**src/rtl/udfc_pkg.sv**
```systemverilog
// shared constants for the unknown-destination forwarding control block
package udfc_pkg;
  localparam int unsigned NPORTS = 6;
  // register indices; one word each, so the byte address is four times the index
  localparam logic [11:0] IDX_LUT_INDEX = 12'h31a;
  localparam logic [11:0] IDX_UCAST     = 12'h320;
  localparam logic [11:0] IDX_MCAST     = 12'h324;
  localparam logic [11:0] IDX_VLAN      = 12'h328;
  localparam logic [11:0] IDX_MACCTL0   = 12'h330;
  localparam logic [11:0] OFS_LUT_INDEX = {IDX_LUT_INDEX[9:0], 2'b00};
  localparam logic [11:0] OFS_UCAST     = {IDX_UCAST[9:0], 2'b00};
  localparam logic [11:0] OFS_MCAST     = {IDX_MCAST[9:0], 2'b00};
  localparam logic [11:0] OFS_VLAN      = {IDX_VLAN[9:0], 2'b00};
  localparam logic [11:0] OFS_MACCTL0   = {IDX_MACCTL0[9:0], 2'b00};
  localparam int unsigned LUT_IDX_W     = 10;
  localparam int unsigned FWD_EN_BIT    = 31;
  localparam int unsigned MC0_ALT_BO    = 7;
  localparam int unsigned MC0_LEN_CHK   = 3;
  localparam int unsigned MC0_RSVD2     = 2;
  localparam int unsigned MC0_FC_DROP   = 1;
  localparam int unsigned MC0_AGGR_BO   = 0;
  localparam logic [7:0]  MC0_RESET     = 8'h04;
  localparam logic [7:0]  MC0_WMASK     = 8'hff;
  localparam logic [15:0] LEN_LIMIT     = 16'd1500;
  localparam logic [15:0] ETYPE_FLOWCTL = 16'h8808;
  localparam logic [47:0] DA_PAUSE      = 48'h0180c2000001;
  typedef enum logic [1:0] {UDFC_CAT_NONE, UDFC_CAT_VID, UDFC_CAT_UCAST, UDFC_CAT_MCAST} udfc_cat_t;
endpackage

```
**src/rtl/udfc_top.sv**
```systemverilog
// register bank and decision logic for unknown-destination forwarding and mac control 0
// Summary of operation
// - every external table access latches its bucket address into a read-only 10-bit index.
// - a packet in several unknown categories uses only vid, else unicast, else multicast control.
// - unknown unicast goes to masked ports only while unicast enable bit 31 is set.
// - the 6-bit unicast mask bit n selects port n+1; all ones all ports, zeros none.
// - unknown multicast goes to masked ports only while multicast enable bit 31 is set.
// - the 6-bit multicast mask bit n selects port n+1; all ones all ports, zeros none.
// - unknown vid goes to masked ports only while vid enable bit 31 is set.
// - the 6-bit vid mask bit n selects port n+1; all ones all ports, zeros none.
// - mac control 0 bit 7 enables alternate back-off, applied to half-duplex ports only.
// - with bit 3 set a packet whose length field is below 1500 and mismatches is discarded.
// - with drop mode bit 1 set a packet is dropped on flow-control ethertype or pause da.
// - with drop mode bit 1 clear a packet is dropped only on both ethertype and pause da.
// - mac control 0 bit 0 enables aggressive back-off for half-duplex back pressure.
`timescale 1ns/1ps
module udfc_top #(
  parameter int unsigned NP = udfc_pkg::NPORTS
) (
  // clock and reset
  input  wire logic              i_clk,
  input  wire logic              i_resetn,
  // apb slave
  input  wire logic              i_psel,
  input  wire logic              i_penable,
  input  wire logic              i_pwrite,
  input  wire logic [11:0]       i_paddr,
  input  wire logic [31:0]       i_pwdata,
  input  wire logic [3:0]        i_pstrb,
  output logic                   o_pready,
  output logic [31:0]            o_prdata,
  output logic                   o_pslverr,
  // lookup table access from engine
  input  wire logic              i_lut_access,
  input  wire logic [9:0]        i_lut_bucket,
  // packet classification
  input  wire logic              i_pkt_valid,
  input  wire logic              i_unk_vid,
  input  wire logic              i_unk_ucast,
  input  wire logic              i_unk_mcast,
  input  wire logic [15:0]       i_etype_len,
  input  wire logic [15:0]       i_payload_len,
  input  wire logic [47:0]       i_da,
  input  wire logic [NP-1:0]     i_half_duplex,
  // decisions
  output logic                   o_dec_valid,
  output logic [NP-1:0]          o_fwd_ports,
  output logic                   o_fwd_hit,
  output logic                   o_drop_len,
  output logic                   o_drop_fc,
  output logic [NP-1:0]          o_alt_backoff,
  output logic [NP-1:0]          o_aggr_backoff
);
  logic [9:0]    lut_idx_q;
  logic          uc_en_q, mc_en_q, vid_en_q;
  logic [NP-1:0] uc_ports_q, mc_ports_q, vid_ports_q;
  logic [7:0]    mc0_q;
  logic          wr_acc, rd_acc;
  logic [31:0]   rd_d;
  udfc_pkg::udfc_cat_t cat;
  logic [NP-1:0] ports_d;
  logic          hit_d, fc_et, fc_da, len_bad;

  assign wr_acc = i_psel && i_penable && i_pwrite;
  assign rd_acc = i_psel && i_penable && !i_pwrite;

  // one wait-free access phase, ready registered off the setup cycle
  always_ff @(posedge i_clk or negedge i_resetn)
  begin
    if (!i_resetn)
      o_pready <= 1'b0;
    else
      o_pready <= i_psel && !i_penable;
  end

  always_ff @(posedge i_clk or negedge i_resetn)
  begin
    if (!i_resetn)
      lut_idx_q <= 10'h000;
    else if (i_lut_access)
      lut_idx_q <= i_lut_bucket;
  end

  // writes land at the edge where pready is sampled high
  always_ff @(posedge i_clk or negedge i_resetn)
  begin
    if (!i_resetn)
    begin
      uc_en_q     <= 1'b0;
      mc_en_q     <= 1'b0;
      vid_en_q    <= 1'b0;
      uc_ports_q  <= '0;
      mc_ports_q  <= '0;
      vid_ports_q <= '0;
      mc0_q       <= udfc_pkg::MC0_RESET;
    end
    else if (wr_acc && o_pready)
    begin
      case (i_paddr)
        udfc_pkg::OFS_UCAST:
        begin
          if (i_pstrb[3]) uc_en_q <= i_pwdata[udfc_pkg::FWD_EN_BIT];
          if (i_pstrb[0]) uc_ports_q <= i_pwdata[NP-1:0];
        end
        udfc_pkg::OFS_MCAST:
        begin
          if (i_pstrb[3]) mc_en_q <= i_pwdata[udfc_pkg::FWD_EN_BIT];
          if (i_pstrb[0]) mc_ports_q <= i_pwdata[NP-1:0];
        end
        udfc_pkg::OFS_VLAN:
        begin
          if (i_pstrb[3]) vid_en_q <= i_pwdata[udfc_pkg::FWD_EN_BIT];
          if (i_pstrb[0]) vid_ports_q <= i_pwdata[NP-1:0];
        end
        udfc_pkg::OFS_MACCTL0:
        begin
          if (i_pstrb[0]) mc0_q <= i_pwdata[7:0] & udfc_pkg::MC0_WMASK;
        end
        default:
        begin
        end
      endcase
    end
  end

  always_comb
  begin
    rd_d = 32'h0000_0000;
    case (i_paddr)
      udfc_pkg::OFS_LUT_INDEX: rd_d[9:0] = lut_idx_q;
      udfc_pkg::OFS_UCAST:     rd_d = {uc_en_q, {(31-NP){1'b0}}, uc_ports_q};
      udfc_pkg::OFS_MCAST:     rd_d = {mc_en_q, {(31-NP){1'b0}}, mc_ports_q};
      udfc_pkg::OFS_VLAN:      rd_d = {vid_en_q, {(31-NP){1'b0}}, vid_ports_q};
      udfc_pkg::OFS_MACCTL0:   rd_d[7:0] = mc0_q;
      default:                 rd_d = 32'h0000_0000;
    endcase
  end

  function automatic logic mapped(input logic [11:0] a);
    mapped = (a == udfc_pkg::OFS_LUT_INDEX) || (a == udfc_pkg::OFS_UCAST) ||
             (a == udfc_pkg::OFS_MCAST) || (a == udfc_pkg::OFS_VLAN) ||
             (a == udfc_pkg::OFS_MACCTL0);
  endfunction

  always_ff @(posedge i_clk or negedge i_resetn)
  begin
    if (!i_resetn)
    begin
      o_prdata  <= 32'h0000_0000;
      o_pslverr <= 1'b0;
    end
    else if (i_psel && !i_penable)
    begin
      o_prdata  <= i_pwrite ? 32'h0000_0000 : rd_d;
      // read-only index rejects writes; unmapped answers error
      o_pslverr <= !mapped(i_paddr) || (i_pwrite && i_paddr == udfc_pkg::OFS_LUT_INDEX);
    end
  end

  // category precedence: vid, then unicast, then multicast
  always_comb
  begin
    if (i_unk_vid)
      cat = udfc_pkg::UDFC_CAT_VID;
    else if (i_unk_ucast)
      cat = udfc_pkg::UDFC_CAT_UCAST;
    else if (i_unk_mcast)
      cat = udfc_pkg::UDFC_CAT_MCAST;
    else
      cat = udfc_pkg::UDFC_CAT_NONE;
    case (cat)
      udfc_pkg::UDFC_CAT_VID:
      begin
        hit_d   = 1'b1;
        ports_d = vid_en_q ? vid_ports_q : '0;
      end
      udfc_pkg::UDFC_CAT_UCAST:
      begin
        hit_d   = 1'b1;
        ports_d = uc_en_q ? uc_ports_q : '0;
      end
      udfc_pkg::UDFC_CAT_MCAST:
      begin
        hit_d   = 1'b1;
        ports_d = mc_en_q ? mc_ports_q : '0;
      end
      default:
      begin
        hit_d   = 1'b0;
        ports_d = '0;
      end
    endcase
  end

  assign fc_et   = (i_etype_len == udfc_pkg::ETYPE_FLOWCTL);
  assign fc_da   = (i_da == udfc_pkg::DA_PAUSE);
  assign len_bad = (i_etype_len < udfc_pkg::LEN_LIMIT) && (i_etype_len != i_payload_len);

  always_ff @(posedge i_clk or negedge i_resetn)
  begin
    if (!i_resetn)
    begin
      o_dec_valid <= 1'b0;
      o_fwd_ports <= '0;
      o_fwd_hit   <= 1'b0;
      o_drop_len  <= 1'b0;
      o_drop_fc   <= 1'b0;
    end
    else
    begin
      o_dec_valid <= i_pkt_valid;
      o_fwd_ports <= i_pkt_valid ? ports_d : '0;
      o_fwd_hit   <= i_pkt_valid && hit_d;
      o_drop_len  <= i_pkt_valid && mc0_q[udfc_pkg::MC0_LEN_CHK] && len_bad;
      if (mc0_q[udfc_pkg::MC0_FC_DROP])
        o_drop_fc <= i_pkt_valid && (fc_et || fc_da);
      else
        o_drop_fc <= i_pkt_valid && fc_et && fc_da;
    end
  end

  // back-off modes only reach half-duplex ports; is left to software
  always_ff @(posedge i_clk or negedge i_resetn)
  begin
    if (!i_resetn)
    begin
      o_alt_backoff  <= '0;
      o_aggr_backoff <= '0;
    end
    else
    begin
      o_alt_backoff  <= {NP{mc0_q[udfc_pkg::MC0_ALT_BO]}} & i_half_duplex;
      o_aggr_backoff <= {NP{mc0_q[udfc_pkg::MC0_AGGR_BO]}} & i_half_duplex;
    end
  end

  property p_lut_idx;
    @(posedge i_clk) disable iff (!i_resetn)
    i_lut_access |=> lut_idx_q == $past(i_lut_bucket);
  endproperty
  a_lut_idx: assert property (p_lut_idx) else $error("lookup index not captured");

  property p_prec_vid;
    @(posedge i_clk) disable iff (!i_resetn)
    (i_pkt_valid && i_unk_vid) |=> o_fwd_ports == ($past(vid_en_q) ? $past(vid_ports_q) : '0);
  endproperty
  a_prec_vid: assert property (p_prec_vid) else $error("vid precedence broken");

  property p_ucast;
    @(posedge i_clk) disable iff (!i_resetn)
    (i_pkt_valid && !i_unk_vid && i_unk_ucast) |=>
      o_fwd_ports == ($past(uc_en_q) ? $past(uc_ports_q) : '0);
  endproperty
  a_ucast: assert property (p_ucast) else $error("unicast ports wrong");

  property p_mcast;
    @(posedge i_clk) disable iff (!i_resetn)
    (i_pkt_valid && !i_unk_vid && !i_unk_ucast && i_unk_mcast) |=>
      o_fwd_ports == ($past(mc_en_q) ? $past(mc_ports_q) : '0);
  endproperty
  a_mcast: assert property (p_mcast) else $error("multicast ports wrong");

  property p_disabled;
    @(posedge i_clk) disable iff (!i_resetn)
    (i_pkt_valid && i_unk_vid && !vid_en_q) |=> o_fwd_ports == '0;
  endproperty
  a_disabled: assert property (p_disabled) else $error("disabled vid forwarded");

  property p_len;
    @(posedge i_clk) disable iff (!i_resetn)
    (i_pkt_valid && !mc0_q[udfc_pkg::MC0_LEN_CHK]) |=> !o_drop_len;
  endproperty
  a_len: assert property (p_len) else $error("length drop without check");

  property p_fc_or;
    @(posedge i_clk) disable iff (!i_resetn)
    (i_pkt_valid && mc0_q[udfc_pkg::MC0_FC_DROP] && (fc_et || fc_da)) |=> o_drop_fc;
  endproperty
  a_fc_or: assert property (p_fc_or) else $error("flow-control drop missed");

  property p_fc_and;
    @(posedge i_clk) disable iff (!i_resetn)
    (i_pkt_valid && !mc0_q[udfc_pkg::MC0_FC_DROP] && !(fc_et && fc_da)) |=> !o_drop_fc;
  endproperty
  a_fc_and: assert property (p_fc_and) else $error("flow-control drop too eager");

  property p_alt;
    @(posedge i_clk) disable iff (!i_resetn)
    ##1 o_alt_backoff == ({NP{$past(mc0_q[udfc_pkg::MC0_ALT_BO])}} & $past(i_half_duplex));
  endproperty
  a_alt: assert property (p_alt) else $error("alternate back-off wrong");

  property p_aggr;
    @(posedge i_clk) disable iff (!i_resetn)
    ##1 o_aggr_backoff == ({NP{$past(mc0_q[udfc_pkg::MC0_AGGR_BO])}} & $past(i_half_duplex));
  endproperty
  a_aggr: assert property (p_aggr) else $error("aggressive back-off wrong");

  // index only moves on a table access; bus writes must not touch it
  property p_idx_hold;
    @(posedge i_clk) disable iff (!i_resetn)
    !i_lut_access |=> $stable(lut_idx_q);
  endproperty
  a_idx_hold: assert property (p_idx_hold) else $error("lookup index moved");

  property p_ro_err;
    @(posedge i_clk) disable iff (!i_resetn)
    (i_psel && !i_penable && i_pwrite && (i_paddr == udfc_pkg::OFS_LUT_INDEX)) |=> o_pslverr;
  endproperty
  a_ro_err: assert property (p_ro_err) else $error("index write not refused");

  property p_pready_pulse;
    @(posedge i_clk) disable iff (!i_resetn)
    (i_psel && !i_penable) |=> o_pready ##1 !o_pready;
  endproperty
  a_pready_pulse: assert property (p_pready_pulse) else $error("pready not one cycle");

  property p_dec_idle;
    @(posedge i_clk) disable iff (!i_resetn)
    !i_pkt_valid |=> !o_dec_valid && !o_fwd_hit && !(|o_fwd_ports) && !o_drop_len && !o_drop_fc;
  endproperty
  a_dec_idle: assert property (p_dec_idle) else $error("decision outputs not idle");

  property p_uc_all;
    @(posedge i_clk) disable iff (!i_resetn)
    (i_pkt_valid && !i_unk_vid && i_unk_ucast && uc_en_q && (&uc_ports_q)) |=> (&o_fwd_ports);
  endproperty
  a_uc_all: assert property (p_uc_all) else $error("unicast all-ones mask missed");

  property p_mc_all;
    @(posedge i_clk) disable iff (!i_resetn)
    (i_pkt_valid && !i_unk_vid && !i_unk_ucast && i_unk_mcast && mc_en_q && (&mc_ports_q)) |=>
      (&o_fwd_ports);
  endproperty
  a_mc_all: assert property (p_mc_all) else $error("multicast all-ones mask missed");

  property p_vid_none;
    @(posedge i_clk) disable iff (!i_resetn)
    (i_pkt_valid && i_unk_vid && !(|vid_ports_q)) |=> !(|o_fwd_ports);
  endproperty
  a_vid_none: assert property (p_vid_none) else $error("vid empty mask forwarded");

  c_wr: cover property (@(posedge i_clk) wr_acc && o_pready);
  c_rd: cover property (@(posedge i_clk) rd_acc && o_pready);
  c_multi: cover property (@(posedge i_clk) i_pkt_valid && i_unk_vid && i_unk_ucast);
  c_fc: cover property (@(posedge i_clk) o_drop_fc);
endmodule // udfc_top

```
**config.mk**
```make
export PLATFORM = sky130hd
export DESIGN_NAME = udfc_top
export DESIGN_NICKNAME = d
export VERILOG_FILES = /design/src/rtl/udfc_pkg.sv /design/src/rtl/udfc_top.sv
export SDC_FILE = /design/constraint.sdc
export NUM_CORES = 1
export LEC_CHECK = 0
export BUFFER_PORTS_ARGS = -buffer_cell sky130_fd_sc_hd__buf_4
export CAP_MARGIN = 30
export CORE_UTILIZATION = 30
export DETAILED_ROUTE_END_ITERATION = 12
export SETUP_SLACK_MARGIN = 0.15
export SYNTH_ARGS = -nofsm -noshare
export SYNTH_HDL_FRONTEND = slang
export SYNTH_SLANG_ARGS = --single-unit
```
**constraint.sdc**
```tcl
create_clock -name i_clk -period 2.5 [get_ports i_clk]
set_input_delay 0.375 -clock i_clk [delete_from_list [all_inputs] [get_ports i_clk]]
set_output_delay 0.375 -clock i_clk [all_outputs]
set_load 0.02 [all_outputs]
```
Word-level counts from Yosys, hierarchy flattened

Cells that the tools add are included.

Bits in latches: 0
Bits in registers: 95
Logic and storage cells: 74
Bits in writable memories: 0
Bits in read-only memories: 0
Output and inout port bits: 56
Input port bits: 154
Memories: 0

Multiplexer cells: 14
Reduce and logical (&&, ||, !) cells: 28
Shift-type cells: 0
Divide/modulo/power cells: 0
Add/sub/neg operators: 0
Bitwise gates (word level): 2
Order comparisons: 1
Multipliers: 0
Equal/unequal tests: 11

Operators by type and width:

| cell                                                                    | number |
|---|---|
| 22-bit case mux with 3 select lines                                     | 1 |
| 12-bit == test (second input constant)                                  | 5 |
| 48-bit by 41-bit == test with 1-bit output (second input constant)      | 1 |
| 8-bit case mux with 5 select lines                                      | 1 |
| 32-bit 2-to-1 mux                                                       | 1 |
| 6-bit 2-to-1 mux                                                        | 4 |
| 3-bit AND reduction                                                     | 7 |
| 6-bit case mux with 3 select lines                                      | 1 |
| 16-bit == test (second input constant)                                  | 1 |
| 16-bit by 11-bit < comparator with 1-bit output (second input constant) | 1 |
| 16-bit inequality test                                                  | 1 |
| 6-bit AND                                                               | 2 |
| 1-bit logical AND                                                       | 12 |
| 2-bit 2-to-1 mux                                                        | 4 |
| 1-bit logical OR                                                        | 6 |
| 2-bit == test (second input constant)                                   | 2 |
| 3-bit OR reduction                                                      | 1 |
| 2-bit by 1-bit == test with 1-bit output (second input constant)        | 1 |
| 1-bit logical NOT                                                       | 2 |
| 1-bit 2-to-1 mux                                                        | 2 |

Logic depth before layout (Yosys ltp)

Depth in word-level cells: 7
Depth in mapped cells: 6
Mapped depth without buffers: 5

Worst setup path after synthesis

Ideal clock, no wire load.

Kind: in2reg
Start: input port i_paddr[1]
End: register mc0_q[0]
Library setup time: 125 ps
Required time: 2375 ps
Arrival time: 1850 ps
Buffers on the path: 1
Slack: 525 ps
Cell stages on the path: 6
Cell sequence: or3_4 nor3_2 and3_1 nor2b_1 buf_4 mux2_2

Cells in the longest elaborated chain, start to end: 2

RTL lines:

| item                          | line            | RTL |
|---|---|---|
| from (decl)                   | udfc_top.sv:27  | `input wire logic [11:0] i_paddr,` |
| 12-bit == test                | udfc_top.sv:99  | `case (i_paddr)` |
| 3-bit AND reduction (no line) | --              |  |
| to (signal assigned)          | udfc_top.sv:95  | `mc0_q <= udfc_pkg::MC0_RESET;` |
| to (signal assigned)          | udfc_top.sv:117 | `if (i_pstrb[0]) mc0_q <= i_pwdata[7:0] & udfc_pkg::MC0_WMASK;` |
| to (decl)                     | udfc_top.sv:57  | `logic [7:0] mc0_q;` |

No other way between the ends.
A chain may end at the register's enable or synchronous reset.

Worst setup path in the final report

Start: input port i_paddr[1]
End: register vid_ports_q[4]

Cells in the longest elaborated chain, start to end: 2

RTL lines:

| item                          | line            | RTL |
|---|---|---|
| 12-bit == test                | udfc_top.sv:99  |  |
| 3-bit AND reduction (no line) | --              |  |
| to (signal assigned)          | udfc_top.sv:113 | `if (i_pstrb[0]) vid_ports_q <= i_pwdata[NP-1:0];` |
| to (decl)                     | udfc_top.sv:56  | `logic [NP-1:0] uc_ports_q, mc_ports_q, vid_ports_q;` |

No other way between the ends.

==> impl_metrics.ini <==
[clock_network]
htreeDepth = 3
clk_path_buf_depth = 2
clkTransAtPathRegs_ns = 0.06
cts_root_buf = clkbuf_16
cts.sinks = 74
clkLatencyLatePin_ns = 0.33
cts_tree = built
postCtsResizedCells = 0
cts_setup_buffers = 0
cts_made_buffers = 9

[min_path]
min_path_cells = 1
hp-class = primary input to register

[sta]
tightest_slew_ns = 0.528
hold_slack_ns = 0.215
period_needed_ns = 1.91
hold_viol = 0
finalCritPeriodShare = 0.766
fmax_mhz = 522
finalClockSkew_ns = 0.00523
rsz0062_at_grt = no
maxSlewViolCount = 0
slew_headroom = 0.648
fin_tns_setup_ns = 0
setup-violations-final = 0
setup_ws_ns = 0.586

[critical_path]
reg2reg_depth = 4
worstPathMaxFanout = 6
crit_end = vid_ports_q[4]$_DFFE_PN0P_
crit_chain = buf_4 > or3_4 > nor3_4 > nand2_2 > or3_1 > mux2_4
cpMaxStageDelayCell = or3_1
cp_num_buf_inv = 1
worstSetupPathType = primary input to register
crit_path_start_kind = primary input
critPathArrivalTime_ns = 2.13
crit_start = i_paddr[1]
crit_required_ns = 2.71
r2r_slack_ns = 0.78
crit_family = simple AND/OR/NAND/NOR gates
path_depth = 6
max_stage_delay_ns = 0.55
crit_path_end_kind = register
timing.rr.end = vid_ports_q[4]$_DFFE_PN0P_
worstReg2RegStart = o_pready$_DFF_PN0_

[power]
p_leak_nw = 2.63
ir_worst_vdd_uv = 470
p_per_area_nw_per_um2 = 549

[routing]
dr.pass1.iters = 4
route.detailed.drc = 0
wirelength_um = 10800
antenna_left = 0
routedWlPerCell_um = 16.0
num_vias = 3206
via_per_inst = 4.75
drt-initial-drc-count = 138

[yosys]
ys.flop_type = dfrtp_1
synthCells = 332
synth.avg_cell_area_um2 = 11.3
ys_types = 46
ys_async_sr_fraction = 1.00
synth_edf_count = 0
yosysTopAreaCellShare = 0.488
synthTopCellsByArea = dfrtp_1, mux2_2, buf_4, xnor2_1, a21oi_1
yosys_warnings = 0
syn_area_um2 = 3750
ys_seq_area_frac = 0.495
postSynthRegisterBits = 74
yosysTopAreaCell = dfrtp_1

[placement]
gp_congestion = 0.801
place_ws_ns = 0.234
hpwl_um = 8470
io_buffers = 163
placedCellCount = 657
place_area_um2 = 5100

[floorplanning]
die_y_um = 114
die-area_um2 = 12900
core.rowCount = 40
die_w_um = 114
coreArea_um2 = 12100
ios = 210
start_util = 0.309

[flow_run]
maxCapViolCount = 0

[global_route]
grt_max_degree = 75
grt_pass1_vias = 3304
grt_first_pass_wirelength_um = 16400
antenna_found_initial = 0
grt.total_usage = 0.167
grt_overflow_total = 0

[cells_and_area]
drive_gt1_frac = 0.465
syn2layout_area_growth_pct = 45.8
instances_no_fill = 675
design_area_um2 = 5460
fillers = 1172
nets = 656
antenna_cells = 0

[run_status]
outcome = complete, no violations
==> layer usage <==
layer	global-route usage	up-vias	wire (um)
met5	0	-	0
met4	0.0632	0	93
met3	0.0430	7	874
met2	0.309	139	5620
met1	0.183	1543	4190
li1	-	1517	-
==> cell usage in the layout (no fill, tap or decap), drive strengths merged, types with 3 or more instances in the layout <==
cell type  count
a21oi         20
a221oi         6
a22o           4
a22oi          8
a32o           3
and2          15
buf          172
clkbuf        13
conb          21
dfrtp         73
inv            3
mux2          45
nand2         27
nand3          7
nand4         10
nor2          11
nor3           6
nor4           9
nor4b          7
o41ai          3
or3            3
xnor2         16
==> area by class of cell <==
| class | count | area [um^2] | share of cell area |
|---|---|---|---|
| clock buffer | 13 | 280 | 0.0513 |
| clock inverter | 3 | 45.0 | 0.00825 |
| inverter | 3 | 11.3 | 0.00206 |
| multi-input combinational | 241 | 1740 | 0.319 |
| sequential | 74 | 1850 | 0.339 |
| tap | 168 | 210 | 0.0385 |
| timing repair buffer | 173 | 1320 | 0.242 |
==> state kept, by name, indices dropped and copies added (netlist names) <==
| name | flops |
|---|---|
| o_prdata | 11 |
| uc_en_q | 1 |
| o_drop_len | 1 |
| mc0_q | 8 |
| o_pready | 1 |
| o_fwd_ports | 6 |
| vid_en_q | 1 |
| o_fwd_hit | 1 |
| o_drop_fc | 1 |
| o_alt_backoff | 6 |
| mc_en_q | 1 |
| mc_ports_q | 6 |
| uc_ports_q | 6 |
| lut_idx_q | 10 |
| vid_ports_q | 6 |
| o_dec_valid | 1 |
| o_pslverr | 1 |
| o_aggr_backoff | 6 |
==> worst reg2reg max path: cells and delay by family, from the launching register on <==
kind | cells | cell delay [ns]
AND/OR/NAND/NOR | 3 | 0.91
flip-flops | 1 | 0.34
multiplexers | 1 | 0.36
==> Yosys cell counts, types with 6 or more instances <==
cell type	number
nor4_1	8
dfrtp_1	73
buf_4	22
mux2_4	6
mux2_2	35
xnor2_1	16
nand2_1	26
nor4b_1	7
a221oi_1	6
and2_1	15
nand4_1	10
nor2_1	11
nand3_1	7
a21oi_1	20
a22oi_1	8
clkbuf_1	8
==> how the worst min path moves through the flow <==
stage / from / end / slack [ns]
2_1_floorplan: i_resetn / lut_idx_q[0]$_DFFE_PN0P_ / 0.08
3_3_place_gp: o_prdata[31]$_DFFE_PN0P_ / o_prdata[31]$_DFFE_PN0P_ / 0.47
3_5_place_dp: o_prdata[7]$_DFFE_PN0P_ / o_prdata[7]$_DFFE_PN0P_ / 0.46
4_1_cts: i_pkt_valid / o_dec_valid$_DFF_PN0_ / 0.22
5_1_grt: i_pkt_valid / o_dec_valid$_DFF_PN0_ / 0.21
6_report: i_pkt_valid / o_dec_valid$_DFF_PN0_ / 0.21
==> stage by stage <==
stage,utilization,power [W]
2_1_floorplan,-,0.00142
3_3_place_gp,0.421,0.00165
3_5_place_dp,0.421,0.00165
4_1_cts,0.448,0.00304
5_1_grt,0.451,0.00312
6_report,0.451,0.00300
==> cells by family (layout without fill, tap and decap cells) <==
family / after synthesis / count (layout) / synth area share
AOI/OAI and AO/OA: 52 / 52 / 0.0955
buffers and inverters: 37 / 192 / 0.0611
muxes: 45 / 45 / 0.141
and+or+nand+nor: 106 / 106 / 0.166
xor gates and xnor gates: 16 / 16 / 0.0374
DFF: 74 / 74 / 0.495
other: 1 / 21 / 0.00100
adders and majority gates: 1 / 1 / 0.00267
==> repair_timing <==
action	in CTS	in global routing
endpoints found under the hold margin	0	6
setup endpoints to repair	0	0
hold buffers	0	1
==> power breakdown <==
group | switching [W] | internal, W | total (W)
Sequential | 0.0000152 | 0.00123 | 0.00124
Clock | 0.000485 | 0.000881 | 0.00137
Combinational | 0.000184 | 0.000207 | 0.000390
(Power assumes the default switching activity.)
